`config.mk`:
```
export PLATFORM = sky130hd
export DESIGN_NAME = sec_reset_id
export DESIGN_NICKNAME = d
export VERILOG_FILES = /design/src/sec_pkg.sv /design/src/sec_wr_if.sv /design/src/sec_ctl_reg.sv /design/src/sec_reset_id.sv
export SDC_FILE = /design/constraint.sdc
export NUM_CORES = 1
export LEC_CHECK = 0
export ABC_AREA = 0
export BUFFER_PORTS_ARGS = -buffer_cell sky130_fd_sc_hd__buf_2
export CORE_ASPECT_RATIO = 0.75
export CORE_UTILIZATION = 25
export CTS_BUF_LIST = sky130_fd_sc_hd__clkbuf_4 sky130_fd_sc_hd__clkbuf_8 sky130_fd_sc_hd__clkbuf_16
export CTS_CLUSTER_SIZE = 20
export DETAILED_ROUTE_END_ITERATION = 16
export PLACE_DENSITY = 0.5
export SLEW_MARGIN = 30
export SYNTH_ARGS = -nofsm -noshare
export SYNTH_HDL_FRONTEND = slang
export SYNTH_SLANG_ARGS = --single-unit
```
`constraint.sdc`:
```
create_clock -name clk_in -period 3.9 [get_ports clk_in]
set_clock_uncertainty 0.1 [all_clocks]
set_input_delay 0.39 -clock clk_in [delete_from_list [all_inputs] [get_ports clk_in]]
set_output_delay 0.39 -clock clk_in [all_outputs]
set_load 0.02 [all_outputs]
```
`src/sec_pkg.sv`:
```
package sec_pkg;
  // Register word, address and revision field widths
  localparam int unsigned DATA_W = 16;
  localparam int unsigned ADDR_W = 8;
  localparam int unsigned REV_W  = 4;

  // Register offsets
  localparam logic [7:0] SOFT_RESET_WORD_OFS = 8'h00;
  localparam logic [7:0] SILICON_REV_OFS     = 8'h01;
  localparam logic [7:0] PWR_MGMT1_OFS       = 8'h02;
  localparam logic [7:0] PWR_MGMT2_OFS       = 8'h03;
  localparam logic [7:0] ADD_CTL_OFS         = 8'h07;

  // Values after reset
  localparam logic [15:0] PWR_MGMT1_RST = 16'h0000;
  localparam logic [15:0] PWR_MGMT2_RST = 16'h0310;
  localparam logic [15:0] ADD_CTL_RST   = 16'h800D;
  localparam logic [15:0] RDATA_RST     = 16'h0000;

  // Identity values, arbitrary
  localparam logic [15:0] FAMILY_ID_DEF = 16'hA5C3;
  localparam logic [3:0]  SILICON_REV_DEF = 4'h1;

  // Field positions in the revision register
  localparam int unsigned REV_LSB = 0;
  localparam int unsigned REV_MSB = 3;

  // Power-on reset synchroniser depth
  localparam int unsigned SYNC_STAGES = 2;
endpackage : sec_pkg

```
`src/sec_wr_if.sv`:
```
`timescale 1ns/1ps
interface sec_wr_if;
  logic        wr_en;
  logic [7:0]  addr;
  logic [15:0] wdata;
  logic        clear;

  modport master (output wr_en, output addr, output wdata, output clear);
  modport slave  (input wr_en, input addr, input wdata, input clear);
endinterface : sec_wr_if

```
`src/sec_ctl_reg.sv`:
```
`timescale 1ns/1ps
module sec_ctl_reg #(
  parameter logic [7:0]  OFFSET  = 8'h00,
  parameter logic [15:0] DEFAULT = 16'h0000
) (
  // Clock and reset
  input  wire logic    clk_in,
  input  wire logic    resetn_in,
  // Write carrier
  sec_wr_if.slave      bus,
  // Stored value
  output logic [15:0]  value_out
);

  // Decode of a write to this register
  wire hit = bus.wr_en && (bus.addr == OFFSET);

  logic [15:0] value_nxt;
  assign value_nxt = bus.clear ? DEFAULT : (hit ? bus.wdata : value_out);

  // Storage, cleared back to its default by a soft reset
  always_ff @(posedge clk_in or negedge resetn_in) begin
    if (!resetn_in) begin
      value_out <= DEFAULT;
    end else begin
      value_out <= value_nxt;
    end
  end

  clear_default_a: assert property (@(posedge clk_in) disable iff (!resetn_in)
    bus.clear |=> value_out == $past(DEFAULT))
    else $error("control register not at default after clear");

endmodule : sec_ctl_reg

```
`src/sec_reset_id.sv`:
```
`timescale 1ns/1ps
// Notes on behaviour
// - Any write to word zero restores defaults
// - Word zero read value never changes
// - Word zero reads fixed family identifier
// - Word one low nibble is revision
// - Writes ignored while power-on reset asserted
module sec_reset_id #(
  parameter logic [15:0] FAMILY_ID   = sec_pkg::FAMILY_ID_DEF,
  parameter logic [3:0]  SILICON_REV = sec_pkg::SILICON_REV_DEF
) (
  // Clock and reset
  input  wire logic        clk_in,
  input  wire logic        resetn_in,
  // Internal power-on reset, active low, asynchronous
  input  wire logic        por_n_in,
  // Register write port from the control interface
  input  wire logic        wr_en_in,
  input  wire logic [7:0]  wr_addr_in,
  input  wire logic [15:0] wr_data_in,
  // Register read port from the control interface
  input  wire logic        rd_en_in,
  input  wire logic [7:0]  rd_addr_in,
  output logic [15:0]      rd_data_out,
  output logic             rd_valid_out,
  // Status and control to the rest of the device
  output logic             soft_reset_out,
  output logic             por_ready_out,
  output logic [15:0]      pwr_mgmt1_out,
  output logic [15:0]      pwr_mgmt2_out,
  output logic [15:0]      add_ctl_out
);

  // Elaboration checks on the shared constants
  if (sec_pkg::REV_W > sec_pkg::DATA_W) begin : g_bad_rev_w
    $error("revision field wider than a register word");
  end
  if (sec_pkg::REV_MSB - sec_pkg::REV_LSB + 1 != sec_pkg::REV_W) begin : g_bad_rev_pos
    $error("revision field position does not match its width");
  end
  if (sec_pkg::SYNC_STAGES != 2) begin : g_bad_sync
    $error("power-on reset synchroniser is built with two stages only");
  end

  // Power-on reset synchroniser
  logic por_meta_r;
  logic por_ok_r;
  always_ff @(posedge clk_in or negedge resetn_in) begin
    if (!resetn_in) begin
      por_meta_r <= 1'b0;
      por_ok_r   <= 1'b0;
    end else begin
      por_meta_r <= por_n_in;
      por_ok_r   <= por_meta_r;
    end
  end

  // Write qualification and soft reset decode
  wire wr_accept = wr_en_in && por_ok_r;
  wire soft_hit  = wr_accept && (wr_addr_in == sec_pkg::SOFT_RESET_WORD_OFS);

  sec_wr_if wbus ();
  assign wbus.wr_en = wr_accept;
  assign wbus.addr  = wr_addr_in;
  assign wbus.wdata = wr_data_in;
  assign wbus.clear = soft_hit || !por_ok_r;

  // Control registers returned to default by a soft reset
  sec_ctl_reg #(.OFFSET(sec_pkg::PWR_MGMT1_OFS), .DEFAULT(sec_pkg::PWR_MGMT1_RST)) u_pm1 (
    .clk_in    (clk_in),
    .resetn_in (resetn_in),
    .bus       (wbus),
    .value_out (pwr_mgmt1_out)
  );
  sec_ctl_reg #(.OFFSET(sec_pkg::PWR_MGMT2_OFS), .DEFAULT(sec_pkg::PWR_MGMT2_RST)) u_pm2 (
    .clk_in    (clk_in),
    .resetn_in (resetn_in),
    .bus       (wbus),
    .value_out (pwr_mgmt2_out)
  );
  sec_ctl_reg #(.OFFSET(sec_pkg::ADD_CTL_OFS), .DEFAULT(sec_pkg::ADD_CTL_RST)) u_add (
    .clk_in    (clk_in),
    .resetn_in (resetn_in),
    .bus       (wbus),
    .value_out (add_ctl_out)
  );

  // Read data selection; identity words are constants
  logic [15:0] rev_word;
  logic [15:0] rd_sel;
  assign rev_word = {{(16 - sec_pkg::REV_W){1'b0}}, SILICON_REV};
  assign rd_sel =
    (rd_addr_in == sec_pkg::SOFT_RESET_WORD_OFS) ? FAMILY_ID :
    (rd_addr_in == sec_pkg::SILICON_REV_OFS)     ? rev_word :
    (rd_addr_in == sec_pkg::PWR_MGMT1_OFS)       ? pwr_mgmt1_out :
    (rd_addr_in == sec_pkg::PWR_MGMT2_OFS)       ? pwr_mgmt2_out :
    (rd_addr_in == sec_pkg::ADD_CTL_OFS)         ? add_ctl_out :
                                                   sec_pkg::RDATA_RST;

  logic [15:0] rd_data_nxt;
  assign rd_data_nxt = rd_en_in ? rd_sel : rd_data_out;

  // Read answer one cycle after the request
  always_ff @(posedge clk_in or negedge resetn_in) begin
    if (!resetn_in) begin
      rd_data_out  <= sec_pkg::RDATA_RST;
      rd_valid_out <= 1'b0;
    end else begin
      rd_data_out  <= rd_data_nxt;
      rd_valid_out <= rd_en_in;
    end
  end

  // Status pulse and ready level
  always_ff @(posedge clk_in or negedge resetn_in) begin
    if (!resetn_in) begin
      soft_reset_out <= 1'b0;
      por_ready_out  <= 1'b0;
    end else begin
      soft_reset_out <= soft_hit;
      por_ready_out  <= por_ok_r;
    end
  end

  // Checks
  soft_pulse_a: assert property (@(posedge clk_in) disable iff (!resetn_in)
    (wr_en_in && por_ok_r && wr_addr_in == 8'h00) |=> soft_reset_out)
    else $error("soft reset pulse missing after write to word zero");

  soft_defaults_a: assert property (@(posedge clk_in) disable iff (!resetn_in)
    soft_reset_out |-> (pwr_mgmt1_out == 16'h0000 && pwr_mgmt2_out == 16'h0310
                        && add_ctl_out == 16'h800D))
    else $error("registers not at defaults after soft reset");

  family_read_a: assert property (@(posedge clk_in) disable iff (!resetn_in)
    (rd_en_in && rd_addr_in == 8'h00) |=> (rd_valid_out && rd_data_out == FAMILY_ID))
    else $error("word zero did not read the family identifier");

  id_after_write_a: assert property (@(posedge clk_in) disable iff (!resetn_in)
    (wr_en_in && wr_addr_in == 8'h00 && wr_data_in != FAMILY_ID) ##1
    (rd_en_in && rd_addr_in == 8'h00) |=> rd_data_out == FAMILY_ID)
    else $error("write changed word zero read value");

  rev_read_a: assert property (@(posedge clk_in) disable iff (!resetn_in)
    (rd_en_in && rd_addr_in == 8'h01) |=> (rd_data_out[15:4] == 12'h000
                                          && rd_data_out[3:0] == SILICON_REV))
    else $error("revision word read wrong");

  por_ignore_a: assert property (@(posedge clk_in) disable iff (!resetn_in)
    (!por_ok_r && wr_en_in && wr_addr_in == 8'h03) |=> pwr_mgmt2_out == 16'h0310)
    else $error("write taken while power-on reset asserted");

  por_soft_a: assert property (@(posedge clk_in) disable iff (!resetn_in)
    (!por_ok_r && wr_en_in) |=> !soft_reset_out)
    else $error("soft reset taken while power-on reset asserted");

  write_store_a: assert property (@(posedge clk_in) disable iff (!resetn_in)
    (por_ok_r && wr_en_in && wr_addr_in == 8'h07) |=> add_ctl_out == $past(wr_data_in))
    else $error("accepted write not stored");

  pm1_store_a: assert property (@(posedge clk_in) disable iff (!resetn_in)
    (por_ok_r && wr_en_in && wr_addr_in == sec_pkg::PWR_MGMT1_OFS)
    |=> pwr_mgmt1_out == $past(wr_data_in))
    else $error("accepted write to first power word not stored");

  pm2_store_a: assert property (@(posedge clk_in) disable iff (!resetn_in)
    (por_ok_r && wr_en_in && wr_addr_in == sec_pkg::PWR_MGMT2_OFS)
    |=> pwr_mgmt2_out == $past(wr_data_in))
    else $error("accepted write to second power word not stored");

  por_hold_a: assert property (@(posedge clk_in) disable iff (!resetn_in)
    !por_ok_r |=> (pwr_mgmt1_out == sec_pkg::PWR_MGMT1_RST && pwr_mgmt2_out == sec_pkg::PWR_MGMT2_RST
                   && add_ctl_out == sec_pkg::ADD_CTL_RST))
    else $error("control words left default while power-on reset asserted");

  por_ready_a: assert property (@(posedge clk_in) disable iff (!resetn_in)
    1'b1 |=> por_ready_out == $past(por_ok_r))
    else $error("ready level does not follow released power-on reset");

  pm1_hold_a: assert property (@(posedge clk_in) disable iff (!resetn_in)
    (por_ok_r && !(wr_en_in && (wr_addr_in == sec_pkg::PWR_MGMT1_OFS
                                || wr_addr_in == sec_pkg::SOFT_RESET_WORD_OFS)))
    |=> $stable(pwr_mgmt1_out))
    else $error("first power word changed without a write");

  pm2_hold_a: assert property (@(posedge clk_in) disable iff (!resetn_in)
    (por_ok_r && !(wr_en_in && (wr_addr_in == sec_pkg::PWR_MGMT2_OFS
                                || wr_addr_in == sec_pkg::SOFT_RESET_WORD_OFS)))
    |=> $stable(pwr_mgmt2_out))
    else $error("second power word changed without a write");

  add_hold_a: assert property (@(posedge clk_in) disable iff (!resetn_in)
    (por_ok_r && !(wr_en_in && (wr_addr_in == sec_pkg::ADD_CTL_OFS
                                || wr_addr_in == sec_pkg::SOFT_RESET_WORD_OFS)))
    |=> $stable(add_ctl_out))
    else $error("additional control word changed without a write");

  soft_only_zero_a: assert property (@(posedge clk_in) disable iff (!resetn_in)
    !(wr_en_in && wr_addr_in == sec_pkg::SOFT_RESET_WORD_OFS) |=> !soft_reset_out)
    else $error("soft reset pulse without a write to word zero");

  rd_answer_a: assert property (@(posedge clk_in) disable iff (!resetn_in)
    rd_en_in |=> rd_valid_out)
    else $error("read answer missing one cycle after request");

  rd_quiet_a: assert property (@(posedge clk_in) disable iff (!resetn_in)
    !rd_en_in |=> (!rd_valid_out && $stable(rd_data_out)))
    else $error("read answer changed without a request");

  rd_old_value_a: assert property (@(posedge clk_in) disable iff (!resetn_in)
    (rd_en_in && rd_addr_in == sec_pkg::PWR_MGMT2_OFS) |=> rd_data_out == $past(pwr_mgmt2_out))
    else $error("read of second power word returned wrong value");

  rev_write_a: assert property (@(posedge clk_in) disable iff (!resetn_in)
    (wr_en_in && wr_addr_in == sec_pkg::SILICON_REV_OFS) ##1
    (rd_en_in && rd_addr_in == sec_pkg::SILICON_REV_OFS) |=> rd_data_out[3:0] == SILICON_REV)
    else $error("write changed revision field");

  unmapped_read_a: assert property (@(posedge clk_in) disable iff (!resetn_in)
    (rd_en_in && rd_addr_in != sec_pkg::SOFT_RESET_WORD_OFS && rd_addr_in != sec_pkg::SILICON_REV_OFS
     && rd_addr_in != sec_pkg::PWR_MGMT1_OFS && rd_addr_in != sec_pkg::PWR_MGMT2_OFS
     && rd_addr_in != sec_pkg::ADD_CTL_OFS) |=> rd_data_out == sec_pkg::RDATA_RST)
    else $error("unmapped word did not read zero");

endmodule : sec_reset_id

```
# Word-level counts from Yosys, hierarchy flattened

Index checks and enable logic that the tools add are counted.
W data, S select, Z words.

Register bits after elaboration: 69
Word-level logic and storage cells: 39
Bits of input ports: 37

Reductions and logical operators: 12
Multiplexer cells: 11
Eq/ne operators: 7

Operators with widths:

| cell                 | number |
|---|---|
| $mux W16             | 11 |
| $eq A8 B2 Y1 const B | 4 |
| $eq A8 B3 Y1 const B | 2 |
| $logic_not A8 Y1     | 2 |
| $eq A8 B1 Y1 const B | 1 |
| $reduce_bool A2 Y1   | 3 |
| $logic_and A1 B1 Y1  | 5 |
| $logic_not A1 Y1     | 1 |
| $logic_or A1 B1 Y1   | 1 |

# Depth between registers and ports, before layout

Word-level depth: 6
Mapped depth: 6
Depth with buffers taken out: 4

# Hierarchy

Synthesis repeated with hierarchy kept, for this count alone.

Cells, all modules: 350
Area, all modules: 3728.6 sq um

By module, submodules not included:

| module               | cells each | times used | seq. area each (sq um) | area an instance (sq um) |
|---|---|---|---|---|
| sec_reset_id         | 135        | 1          | 525.5                  | 1270.0 |
| sec_ctl_reg at u_pm1 | 72         | 1          | 400.4                  | 827.0 |
| sec_ctl_reg at u_add | 72         | 1          | 405.4                  | 817.0 |
| sec_ctl_reg at u_pm2 | 71         | 1          | 404.1                  | 814.5 |

# Worst setup path before layout

Ideal clock, no wire load.

Path kind: in2reg
Start: in wr_addr_in[5]
End: reg u_pm2.value_out[10]
Cell stages on the path: 5
Library setup time: 119 ps
Data arrival time: 1966 ps
Setup slack: 1715 ps
Cells stage by stage: or4_4 nor4_4 buf_6 mux2i_1 nor2_2

Longest elaborated chain between the ends: 4
Elaborated cells on any way between the ends: 7

RTL lines:

| element                                        | line               | source |
|---|---|---|
| from (decl)                                    | sec_reset_id.sv:19 | `input wire logic [7:0] wr_addr_in,` |
| $logic_not A8 Y1                               | sec_reset_id.sv:60 | `wire soft_hit = wr_accept && (wr_addr_in == sec_pkg::SOFT_RESET_WORD_OFS);` |
| $logic_and A1 B1 Y1                            | sec_reset_id.sv:60 |  |
| $logic_or A1 B1 Y1                             | sec_reset_id.sv:66 | `assign wbus.clear = soft_hit \|\| !por_ok_r;` |
| $mux W16 or $reduce_bool A2 Y1 (tied branches) | -                  |  |
| to (signal assigned)                           | sec_ctl_reg.sv:26  | `value_out <= value_nxt;` |
| to (decl)                                      | sec_ctl_reg.sv:12  | `output logic [15:0] value_out` |

Several ways; a longest one is shown, not always the timed one.
A chain may end at the register's enable or synchronous reset.

# Worst setup path after layout

Start: reg por_ok_r
End: reg u_pm1.value_out[10]

Longest elaborated chain between the ends: 4
Elaborated cells on any way between the ends: 7

RTL lines:

| element                                        | line               | source |
|---|---|---|
| from (decl)                                    | sec_reset_id.sv:47 | `logic por_ok_r;` |
| from (signal assigned)                         | sec_reset_id.sv:54 | `por_ok_r <= por_meta_r;` |
| $logic_and A1 B1 Y1                            | sec_reset_id.sv:59 | `wire wr_accept = wr_en_in && por_ok_r;` |
| $logic_and A1 B1 Y1                            | sec_reset_id.sv:60 |  |
| $logic_or A1 B1 Y1                             | sec_reset_id.sv:66 |  |
| $mux W16 or $reduce_bool A2 Y1 (tied branches) | -                  |  |
| to (signal assigned)                           | sec_ctl_reg.sv:26  |  |
| to (decl)                                      | sec_ctl_reg.sv:12  |  |

Several ways; a longest one is shown, not always the timed one.

==> out/results.ini <==
[outcome]
status=finished, final reports clean

[worst_setup_path]
reg2reg_from=por_ok_r$_DFF_PN0_
crit_end=u_pm1.value_out[10]$_DFFE_PN0P_
path_max_fanout=12
rrSetupSlack_ns=1.90
worst_ep_arrival_time_ns=2.17
crit_start=por_ok_r$_DFF_PN0_
cp-end-kind=flip-flop
r2r_cells=5
crit_path_start_kind=flip-flop
cp.required_ns=4.06
r2r-end=u_pm1.value_out[10]$_DFFE_PN0P_
critPathKind=reg -> reg

[power_and_ir_drop]
clkPwrFrac_pct=49.8
p_switching_uw=375
p_leak_nw=1.98
comb_power_share_pct=7.0
switching_share_pct=22.4
power.share.sequential_pct=43.2
powerDensity_nw_per_um2=391
peakVddDrop_mv=0.193
p_int_mw=1.30

[routing]
wl_um=10000
drt_iter0_markers=164
drt-wirelength-per-cell_um=17.4
drt-pass1-iter-count=4
viasPerCell=4.67
top_layer_used=met4
wl_met3_um=738
wl_met1_um=4990
wl_met2_um=4230
postRouteAntennaNets=0
num_vias=2684
drc=0

[timing]
slew-limit-headroom_pct=46.1
min_period_ns=2.00
period_share_pct=51.4
setup_ws_ns=1.90
setup_viol=0
max_freq_mhz=499
rsz0062_at_grt=no
worst_pin_slew_ns=0.803
setup_tns_ns=0
drv_slew=0
hold_viol_final=0

[layout]
layout_commonest_cell=buf_2
seq_area_um2=1740
multi_input_area_um2=1400
drive_above_1_share_pct=36.4
stdcell_area_um2=4280
nFillCells=1303
num_antenna_cells=0
final_nets=441
fin_util_pct=34.1
area_growth_pct=30.1
final_cell_mix=buf_2, dfrtp_1, mux2i_1

[floorplanning]
start_util_pct=26.2
rows=35
die-area_um2=13600
die_w_um=135
io_pins=104
die_y_um=101
core_um2=12600

[grt]
grt_pass1_wl_um=15200
grt_max_degree=41
overflow=0
grt_pass1_vias=2540
antenna_found_initial=0
grt_usage_pct=15.1

[job]
cap_violations=0

[logic_synthesis]
syn-mean-instance-area_um2=10.9
synthesis.nets=340
synth_edf_count=0
yosys.area.top_type=dfrtp_1
synth.distinct_cells=41
synth_area_um2=3290
ys_seq_area_share_pct=52.7
ys.flop_type=dfrtp_1
syn_inst=303
yosysWarningCount=0
ys_ff_latch=69
async_flop_share_pct=100
synth_top_area_share_pct=47.1
ys_top_cells_by_area=dfrtp_1, mux2i_1, a22o_1, dfstp_2, nor2_1

[cts]
cts_hold_repair.buffers=0
cts_buffers=9
ctsResizeCount=0
root_buffer=clkbuf_16
htree_levels=3
clk_pin_slew_worst_paths_ns=0.05
cts_setup_buffers=0
cts_tree=done
clk_latency_ns=0.33
clkSinkCount=69
cts.path.max_buffers=2

[placement]
dpl.hpwl_um=7260
dpl_cell_area_um2=3940
place_ws_ns=1.26
io_buffers=103
place_congestion=0.789

[hold_path]
hp-class=in -> reg

-- through the flow --
step / power [mW] / hold WS (ns) / std cells
floorplan: 0.793 / -0.00559 / 303
global placement: 0.854 / 0.232 / 557
detailed placement: 0.855 / 0.236 / 557
CTS: 1.70 / 0.0564 / 573
global route: 1.75 / 0.0570 / 575
finish: 1.68 / 0.0697 / 575
-- worst min-delay path by stage --
stage                                     from                    to  slack (ns)  depth (start not counted)
after floorplan                      resetn_in  por_meta_r$_DFF_PN0_      -0.006                          0
after global placement    por_meta_r$_DFF_PN0_    por_ok_r$_DFF_PN0_        0.23                          0
after detailed placement  por_meta_r$_DFF_PN0_    por_ok_r$_DFF_PN0_        0.24                          0
after CTS                             por_n_in  por_meta_r$_DFF_PN0_        0.06                          1
after global routing                  por_n_in  por_meta_r$_DFF_PN0_        0.06                          1
final                                 por_n_in  por_meta_r$_DFF_PN0_        0.07                          1
-- routing by layer --
layer / vias up / GRT usage [%]
li1: 1301 / -
met1: 1287 / 22.3
met2: 89 / 20.9
met3: 7 / 4.75
met4: 0 / 4.06
met5: - / 0
-- cells by family after synthesis --
group,count (synthesis),synth area share [%]
and+or+nand+nor,92,15.8
AOI/OAI and AO/OA,74,16.4
DFF,69,52.7
buffers and inverters,35,4.98
muxes,33,10.1
-- sequential cells by signal, summed over array words and instances, names as in the netlist --
signal / flops
soft_reset_out: 1
u_add.value_out: 16
u_pm2.value_out: 16
por_meta_r: 1
u_pm1.value_out: 16
rd_data_out: 16
por_ok_r: 1
por_ready_out: 1
rd_valid_out: 1
-- critical path, stage by stage, from the launching register on --
cell and delay [ns]:
dfrtp_1 0.48, nand3b_1 0.25, or2_4 0.34, nor4_4 0.42, buf_6 0.22, a22o_1 0.14
-- Yosys cell counts (2+ instances only) --
cell	number
dfrtp_1	62
mux2i_1	32
nor2_1	27
a22o_1	23
nand2_1	18
inv_1	16
o21ai_0	12
o21ai_1	11
clkbuf_1	10
nand3_1	9
a21oi_1	8
a2bb2oi_1	8
nand4_1	8
dfstp_2	7
nor2_2	7
nor3b_1	7
o22ai_1	7
buf_6	3
buf_1	2
buf_2	2
buf_4	2
nand2b_1	2
nor4_4	2
-- cell type report --
class / count / share of cell area [%]
multi-input combinational: 199 / 32.7
tap: 166 / 4.85
inverter: 16 / 1.40
clock inverter: 4 / 1.05
clock buffer: 12 / 6.22
sequential: 69 / 40.5
timing repair buffer: 109 / 13.3
-- power groups by stage --
stage                     clock [mW]  combinational, mW  sequential [mW]
after detailed placement           0              0.118            0.736
after global placement             0              0.118            0.736
after floorplan                    0             0.0526            0.740
after CTS                      0.857              0.119            0.724
final                          0.834              0.118            0.724
after global routing           0.889              0.132            0.724
Power figures use the tool's default switching activity.
